## src/mpsc_pkg.sv

```systemverilog
// package for the module power-state control block
// Function
// RQ1: wake request high wakes controller immediately
// RQ2: wake request low permits controller sleep
// RQ3: host never leaves wake request floating
// RQ4: broken tamper loop raises tamper indication
// RQ5: tamper monitoring runs in active and hibernate
// RQ6: unused tamper input tied to ground
// RQ7: power-down input overrides every other function
// RQ8: power-down low turns regulators off
// RQ9: power-down high turns regulators on
// RQ10: host holds power-down low 100 ms; the bench holds it low five cycles
// RQ11: indicator high active, low light, else tristate
// RQ12: host drives no IO in deepest hibernates
// RQ13: no serial traffic in any hibernate
// RQ14: async inputs pass two synchroniser stages
package mpsc_pkg;
  // power states, one-hot
  typedef enum logic [4:0] {
    PS_OFF = 5'h01,
    PS_ACTIVE = 5'h02,
    PS_LIGHT = 5'h04,
    PS_DEEP = 5'h08,
    PS_DEEPEST = 5'h10
  } mpsc_state_t;

  // hibernate depth requested by the internal controller
  typedef enum logic [1:0] {
    HIB_LIGHT = 2'h0,
    HIB_DEEP = 2'h1,
    HIB_DEEPEST = 2'h2
  } mpsc_hib_t;

  // sleep request from the internal controller
  typedef struct packed {
    logic req;
    mpsc_hib_t depth;
  } mpsc_sleep_t;

  // pin side of the indicator output
  typedef struct packed {
    logic out;
    logic oe;
  } mpsc_pin_t;

  localparam int unsigned CLK_MHZ = 125;
  localparam int unsigned SYNC_STAGES = 2;
  localparam logic [7:0] TAMPER_DEBOUNCE = 8'h04;
  localparam logic RST_VAL = 1'b0;
endpackage

```

## src/mpsc_sync.sv

```systemverilog
// two-flop level synchroniser
`timescale 1ns/1ps
module mpsc_sync (
  input wire logic sys_clk,
  input wire logic rst_n,
  input wire logic clkEn,
  input wire logic asyncIn,
  output logic syncOut
);
  import mpsc_pkg::*;
  logic meta_q;

  // first stage feeds only the second stage
  always_ff @(posedge sys_clk or negedge rst_n)
  begin
    if (!rst_n)
    begin
      meta_q <= RST_VAL;
      syncOut <= RST_VAL;
    end
    else if (clkEn)
    begin
      meta_q <= asyncIn; // RQ14
      syncOut <= meta_q;
    end
  end
endmodule

```

## src/mpsc_power_ctrl.sv

```systemverilog
// power-state, tamper and indicator control of the radio module
`timescale 1ns/1ps
module mpsc_power_ctrl (
  input wire logic sys_clk,
  input wire logic rst_n,
  input wire logic clkEn,
  input wire logic wake_request_in,
  input wire logic powerDown_n,
  input wire logic tamper_loop_in,
  input wire mpsc_pkg::mpsc_sleep_t sleepReq,
  input wire logic tamperClear,
  output logic tamper_loop_out,
  output logic tamperFlag,
  output logic regulatorEn,
  output logic coreRun,
  output logic uartEnable,
  output logic ioSupplyEn,
  output logic indicatorOut,
  output logic indicatorOe,
  output mpsc_pkg::mpsc_state_t powerState
);
  import mpsc_pkg::*;

  logic wakeSync;
  logic pdSync;
  logic tamperSync;
  logic pdSync_q;
  mpsc_state_t state_q;
  mpsc_state_t state_d;
  logic [7:0] tamperCnt_q;
  mpsc_pin_t ind_d;

  // synchronise every pin input before use
  mpsc_sync uWake (
    .sys_clk(sys_clk),
    .rst_n(rst_n),
    .clkEn(clkEn),
    .asyncIn(wake_request_in),
    .syncOut(wakeSync)
  );
  mpsc_sync uPd (
    .sys_clk(sys_clk),
    .rst_n(rst_n),
    .clkEn(clkEn),
    .asyncIn(powerDown_n),
    .syncOut(pdSync)
  );
  mpsc_sync uTamper (
    .sys_clk(sys_clk),
    .rst_n(rst_n),
    .clkEn(clkEn),
    .asyncIn(tamper_loop_in),
    .syncOut(tamperSync)
  );

  // next power state; power-down beats every other request
  always_comb
  begin
    state_d = state_q;
    if (!pdSync)
    begin
      state_d = PS_OFF; // RQ7 RQ8
    end
    else
    begin
      unique case (state_q)
        PS_OFF: state_d = PS_ACTIVE; // RQ9
        PS_ACTIVE:
        begin
          // sleep only honoured while wake is held low
          if (sleepReq.req && !wakeSync)
          begin
            unique case (sleepReq.depth) // RQ2
              HIB_DEEP: state_d = PS_DEEP;
              HIB_DEEPEST: state_d = PS_DEEPEST;
              default: state_d = PS_LIGHT;
            endcase
          end
        end
        PS_LIGHT, PS_DEEP, PS_DEEPEST:
        begin
          if (wakeSync)
          begin
            state_d = PS_ACTIVE; // RQ1
          end
        end
        default: state_d = PS_OFF;
      endcase
    end
  end

  // state register
  always_ff @(posedge sys_clk or negedge rst_n)
  begin
    if (!rst_n)
    begin
      state_q <= PS_OFF;
    end
    else if (clkEn)
    begin
      state_q <= state_d;
    end
  end

  // last synced power-down level; resets low like the sync, so no false edge
  always_ff @(posedge sys_clk or negedge rst_n)
  begin
    if (!rst_n)
    begin
      pdSync_q <= 1'b0;
    end
    else if (clkEn)
    begin
      pdSync_q <= pdSync;
    end
  end

  // state-derived outputs, all registered
  always_ff @(posedge sys_clk or negedge rst_n)
  begin
    if (!rst_n)
    begin
      powerState <= PS_OFF;
      regulatorEn <= 1'b0;
      coreRun <= 1'b0;
      uartEnable <= 1'b0;
      ioSupplyEn <= 1'b0;
    end
    else if (clkEn)
    begin
      powerState <= state_d;
      regulatorEn <= (state_d != PS_OFF); // RQ8 RQ9
      coreRun <= (state_d == PS_ACTIVE); // RQ1
      uartEnable <= (state_d == PS_ACTIVE); // RQ13
      // io rail dropped in the two deepest states
      ioSupplyEn <= (state_d == PS_ACTIVE) || (state_d == PS_LIGHT);
    end
  end

  // indicator pin drive per state
  always_comb
  begin
    ind_d = '{out: 1'b0, oe: 1'b0};
    unique case (state_d)
      PS_ACTIVE: ind_d = '{out: 1'b1, oe: 1'b1}; // RQ11
      PS_LIGHT: ind_d = '{out: 1'b0, oe: 1'b1}; // RQ11
      default: ind_d = '{out: 1'b0, oe: 1'b0};
    endcase
  end

  // indicator register, so the pin never glitches on a state change
  always_ff @(posedge sys_clk or negedge rst_n)
  begin
    if (!rst_n)
    begin
      indicatorOut <= 1'b0;
      indicatorOe <= 1'b0;
    end
    else if (clkEn)
    begin
      indicatorOut <= ind_d.out;
      indicatorOe <= ind_d.oe;
    end
  end

  // loop drive stays high in every powered state; the input should echo it
  always_ff @(posedge sys_clk or negedge rst_n)
  begin
    if (!rst_n)
    begin
      tamper_loop_out <= 1'b0;
    end
    else if (clkEn)
    begin
      tamper_loop_out <= (state_d != PS_OFF); // RQ5
    end
  end

  // a few cycles of low input filter the loop's settle after power-up;
  // counter runs in all hibernate states too
  always_ff @(posedge sys_clk or negedge rst_n)
  begin
    if (!rst_n)
    begin
      tamperCnt_q <= 8'h00;
    end
    else if (clkEn)
    begin
      if (!tamper_loop_out || tamperSync)
      begin
        tamperCnt_q <= 8'h00;
      end
      else if (tamperCnt_q != TAMPER_DEBOUNCE)
      begin
        tamperCnt_q <= tamperCnt_q + 8'h01; // RQ5
      end
    end
  end

  // sticky tamper flag; a new break wins over a clear
  always_ff @(posedge sys_clk or negedge rst_n)
  begin
    if (!rst_n)
    begin
      tamperFlag <= 1'b0;
    end
    else if (clkEn)
    begin
      if (!pdSync && pdSync_q)
      begin
        tamperFlag <= 1'b0; // hard reset wipes history
      end
      else if (tamperCnt_q == TAMPER_DEBOUNCE)
      begin
        tamperFlag <= 1'b1; // RQ4
      end
      else if (tamperClear)
      begin
        tamperFlag <= 1'b0;
      end
    end
  end
endmodule

```

## config.mk

```make
export PLATFORM = sky130hd
export DESIGN_NAME = mpsc_power_ctrl
export DESIGN_NICKNAME = d
export VERILOG_FILES = /design/src/mpsc_pkg.sv /design/src/mpsc_sync.sv /design/src/mpsc_power_ctrl.sv
export SDC_FILE = /design/constraint.sdc
export NUM_CORES = 1
export LEC_CHECK = 0
export BUFFER_PORTS_ARGS = -buffer_cell sky130_fd_sc_hd__buf_2
export CORE_MARGIN = 2
export CORE_UTILIZATION = 59
export DETAILED_ROUTE_END_ITERATION = 10
export PLACE_DENSITY = 0.84
export SYNTH_ARGS = -nofsm -noshare
export SYNTH_HDL_FRONTEND = slang
export SYNTH_HIERARCHICAL = 1
export SYNTH_SLANG_ARGS = --single-unit
```

## constraint.sdc

```tcl
create_clock -name sys_clk -period 2.9 [get_ports sys_clk]
set_clock_uncertainty 0.2 [all_clocks]
set_input_delay 0.58 -clock sys_clk [delete_from_list [all_inputs] [get_ports sys_clk]]
set_output_delay 0.58 -clock sys_clk [all_outputs]
set_load 0.05 [all_outputs]
```

Word level (Yosys, flattened, before mapping) --
Index checks and enable logic that the tools add are counted.
Storage, ports and cells: register bits after elaboration 26, bits of input ports 10, output and inout bits 13
Operators by class: reduce and logical (&&, ||, !) cells 12, eq/ne operators 12, muxes and demuxes 11, add/sub/neg operators 1
Operators by type and width (number):
- $mux W8 | 2
- $mux W5 | 3
- $pmux W5 S3 | 1
- $eq A5 B2 Y1 const B | 2
- $eq A5 B3 Y1 const B | 2
- $pmux W5 S2 | 1
- $add A8 B1 Y8 const B | 1
- $eq A8 B3 Y1 const B | 1
- $ne A8 B3 Y1 const B | 1
- $eq A5 B1 Y1 const B | 1
- $eq A5 B4 Y1 const B | 1
- $eq A5 B5 Y1 const B | 1
- $ne A5 B1 Y1 const B | 1
- $pmux W2 S2 | 1
- $reduce_and A2 Y1 | 2
- $logic_not A1 Y1 | 3
- $mux W1 | 3
- $reduce_bool A3 Y1 | 1
- $reduce_or A3 Y1 | 1
- $eq A2 B1 Y1 const B | 1
- $eq A2 B2 Y1 const B | 1
- $logic_and A1 B1 Y1 | 2
- $logic_or A1 B1 Y1 | 2
- $reduce_bool A2 Y1 | 1

Depth between registers and ports, before layout --
depth after elaboration 7, gate-level depth with buffers 6, mapped depth without buffers 6

Hierarchy --
The synthesis kept the hierarchy.
Modules (own cells, without submodules):
- mpsc_power_ctrl | area an instance 1132.3 um2, cells an instance 117, times used 1, sequential area each 451.7 um2
- mpsc_sync | area an instance 72.6 um2, cells an instance 4, times used 3, sequential area each 50.0 um2

Least setup slack after synthesis --
OpenSTA, ideal clock, no wires.
path type register to register, start reg, netlist name powerState[2], end reg powerState[3], period minus slack after synthesis 1954 ps, library setup time 104 ps, arrival time 1650 ps, path buffers 1, slack 946 ps, stages on the path, launching flop included 6, path through dfrtp_1 > buf_2 > or4_4 > nor3b_1 > o21ai_0 > o41ai_2
RTL lines:
- end signal, assigned | line mpsc_power_ctrl.sv:131 | powerState <= state_d;
- end, declared | line mpsc_power_ctrl.sv:20 | output mpsc_pkg::mpsc_state_t powerState

Worst setup path in the final report --
start reg powerState[3], end out powerState[3]
No word-level cell between the ends.

==> qor.yml <==
place_area_mm2: 0.00144
worst_slack_ns: 0.867
fillers: 178
dieWidth_um: 51.8
worst_ep_arrival_time_ns: 1.25
grt_max_degree: 25
wl_per_cell_um: 14.5
n_antenna_cell: 0
period_share: 0.701
synthesis.nets: 143
antenna_found_initial: 0
crit_path_start_kind: "register"
grt_usage: 0.206
io_pins: 23
synth_most_common_cell: "dfrtp_1"
synth_edf_count: 0
post_cts_buffers: 0
grt_pass1_wl_um: 4170
cts-htree-levels: 1
synth-async-reset-ratio: 1.00
grt-ovfl-total: 0
drc: 0
path_class: "reg -> out"
clock_latency_ns: 0.31
worst_pin_slew_ns: 0.523
max_freq_mhz: 492
dp_hpwl_um: 1850
critPathTopFamily: "flip-flops"
synth_top_cell_by_area: "dfrtp_1"
power.leakage_nw: 0.687
hold_viol: 0
tns_ns: 0
relSlewSlack: 0.651
cp_slowest_cell: "dfrtp_1"
critical_path_required_ns: 2.12
drive_above_1_share: 0.288
multi_input_comb_area_um2: 647
maxCapViolCount: 0
cts.repair.resized: 0
pwr_density_cell_mw_per_mm2: 681
pre_cts_ws_ns: 0.928
cpPeakStageDelay_ns: 0.60
seqCellArea_um2: 602
tritoncts: "built"
cp_max_fo: 10
synth_top_area_frac: 0.426
cts_buffers: 3
crit_start: "powerState[3]"
critical_path_buf_inv_count: 1
path_cells: "buf_2"
synthesis.area_mm2: 0.00135
ir_worst_vdd_uv: 459
cts.clk_slew.worst_paths_ns: 0.13
yosysWarnings: 6
core.rowCount: 17
grt_pass1_vias: 978
synth.avg_cell_area_um2: 10.5
synth.distinct_cells: 46
status: "completed"
nets: 161
period_minus_slack_ns: 2.03
rsz0062_at_grt: "false"
dr.pass1.iters: 4
ys_ff_latch: 24
core_area_mm2: 0.00219
synth_area_leaders: "dfrtp_1 43%, mux2_2 5.8%, xor2_1 3.9%"
hold_path.class: "in -> async"
vias: 1022
routed_wl_um: 2520
yosys-top-cells-count: "23 x dfrtp_1, 12 x inv_1, 8 x nor2_1, 8 x o21ai_0, 7 x mux2_2"
r2r-start: "tamperCnt_q[0]"
setup_violations: 0
drt_iter0_drc: 22
holdBufCountCts: 0
die_y_um: 51.8
initial_core_util: 0.616
synth_ff_type: "dfrtp_1"
crit_path_end_kind: "output port"
routabilityCongestion: 0.876
maxSlewViolCount: 0
clockRootBuffer: "clkbuf_4"
utilization: 0.673
postRouteAntennaNets: 0
clock_sinks: 24
ys_seq_area_frac: 0.446
dieArea_mm2: 0.00269
area_growth_syn_to_layout_pct: 9.27
vias_per_cell: 5.87
synthCells: 129
port_buffers: 22
design_area_mm2: 0.00148
clock_path_buffers: 2
[sequential cells by signal, summed over array words and instances (netlist names)]
name and flops:
pdSync_q 1, tamperCnt_q 8, tamper_loop_out 1, uWake/meta_q 1
tamperFlag 1, uPd/meta_q 1, uPd/syncOut 1, uWake/syncOut 1
ioSupplyEn 1, uartEnable 1, powerState 5, uTamper/meta_q 1
uTamper/syncOut 1
[routing by layer]
layer | global-route usage | share of wire | wire length, um
met1 | 0.262 | 0.46 | 1170
met2 | 0.342 | 0.48 | 1200
met3 | 0.0316 | 0.044 | 111
met4 | 0.101 | 0.015 | 39
met5 | 0 | 0 | 0
[cells by family after synthesis]
group           Yosys count  share of synthesized area
xor+xnor                  8                     0.0519
mux                       7                     0.0584
flops                    24                      0.446
fa+ha+maj                 4                     0.0371
compound gates           28                      0.159
buf+inv                  21                     0.0751
simple gates             37                      0.172
[layout make-up]
type                    instances  share of cell area
repair buffers                 22              0.0746
flip-flops and latches         24               0.408
inverters                      12              0.0305
clock buffers                   4              0.0246
well taps                      28              0.0237
multi-input cells              84               0.439
[power by group]
group | total [mW] | internal, mW | switching (mW) | leakage [nW]
logic | 0.384 | 0.110 | 0.274 | 0.354
registers | 0.443 | 0.381 | 0.0617 | 0.312
clock network | 0.177 | 0.0767 | 0.100 | 0.0210
total | 1.00 | 0.568 | 0.436 | 0.687
[path summary, 6_finish.rpt]
check	slack, ns	to	cells after the start
setup / recovery	0.87	powerState[3]	1
hold / removal	0.02	powerState[3]	1
setup reg to reg	0.96	tamperCnt_q[3]	6
hold reg to reg	0.32	uWake/syncOut	1
max in group asynchronous	2.12	powerState[0]	1
min in group sys_clk	0.29	uWake/meta_q	2
[through the flow]
| step | total power [mW] | cells | hold slack (ns) |
|---|---|---|---|
| finish | 1.00 | 174 | 0.0176 |
| floorplan | 0.772 | 129 | 0.0844 |
| global placement | 0.827 | 170 | 0.283 |
| detailed placement | 0.835 | 170 | 0.299 |
| global route | 1.06 | 174 | 0.0479 |
| CTS | 1.01 | 174 | 0.0230 |
[layout by cell type (no fill, tap or decap), drive strengths merged, types with 3 or more instances in the layout]
cell,synthesis,final
buf,9,22
clkbuf,0,4
dfrtp,23,23
ha,4,4
inv,12,12
mux2,7,7
nand3,4,4
nand3b,3,3
nor2,9,9
o21ai,11,11
xor2,6,6
(Power assumes the default switching activity.)
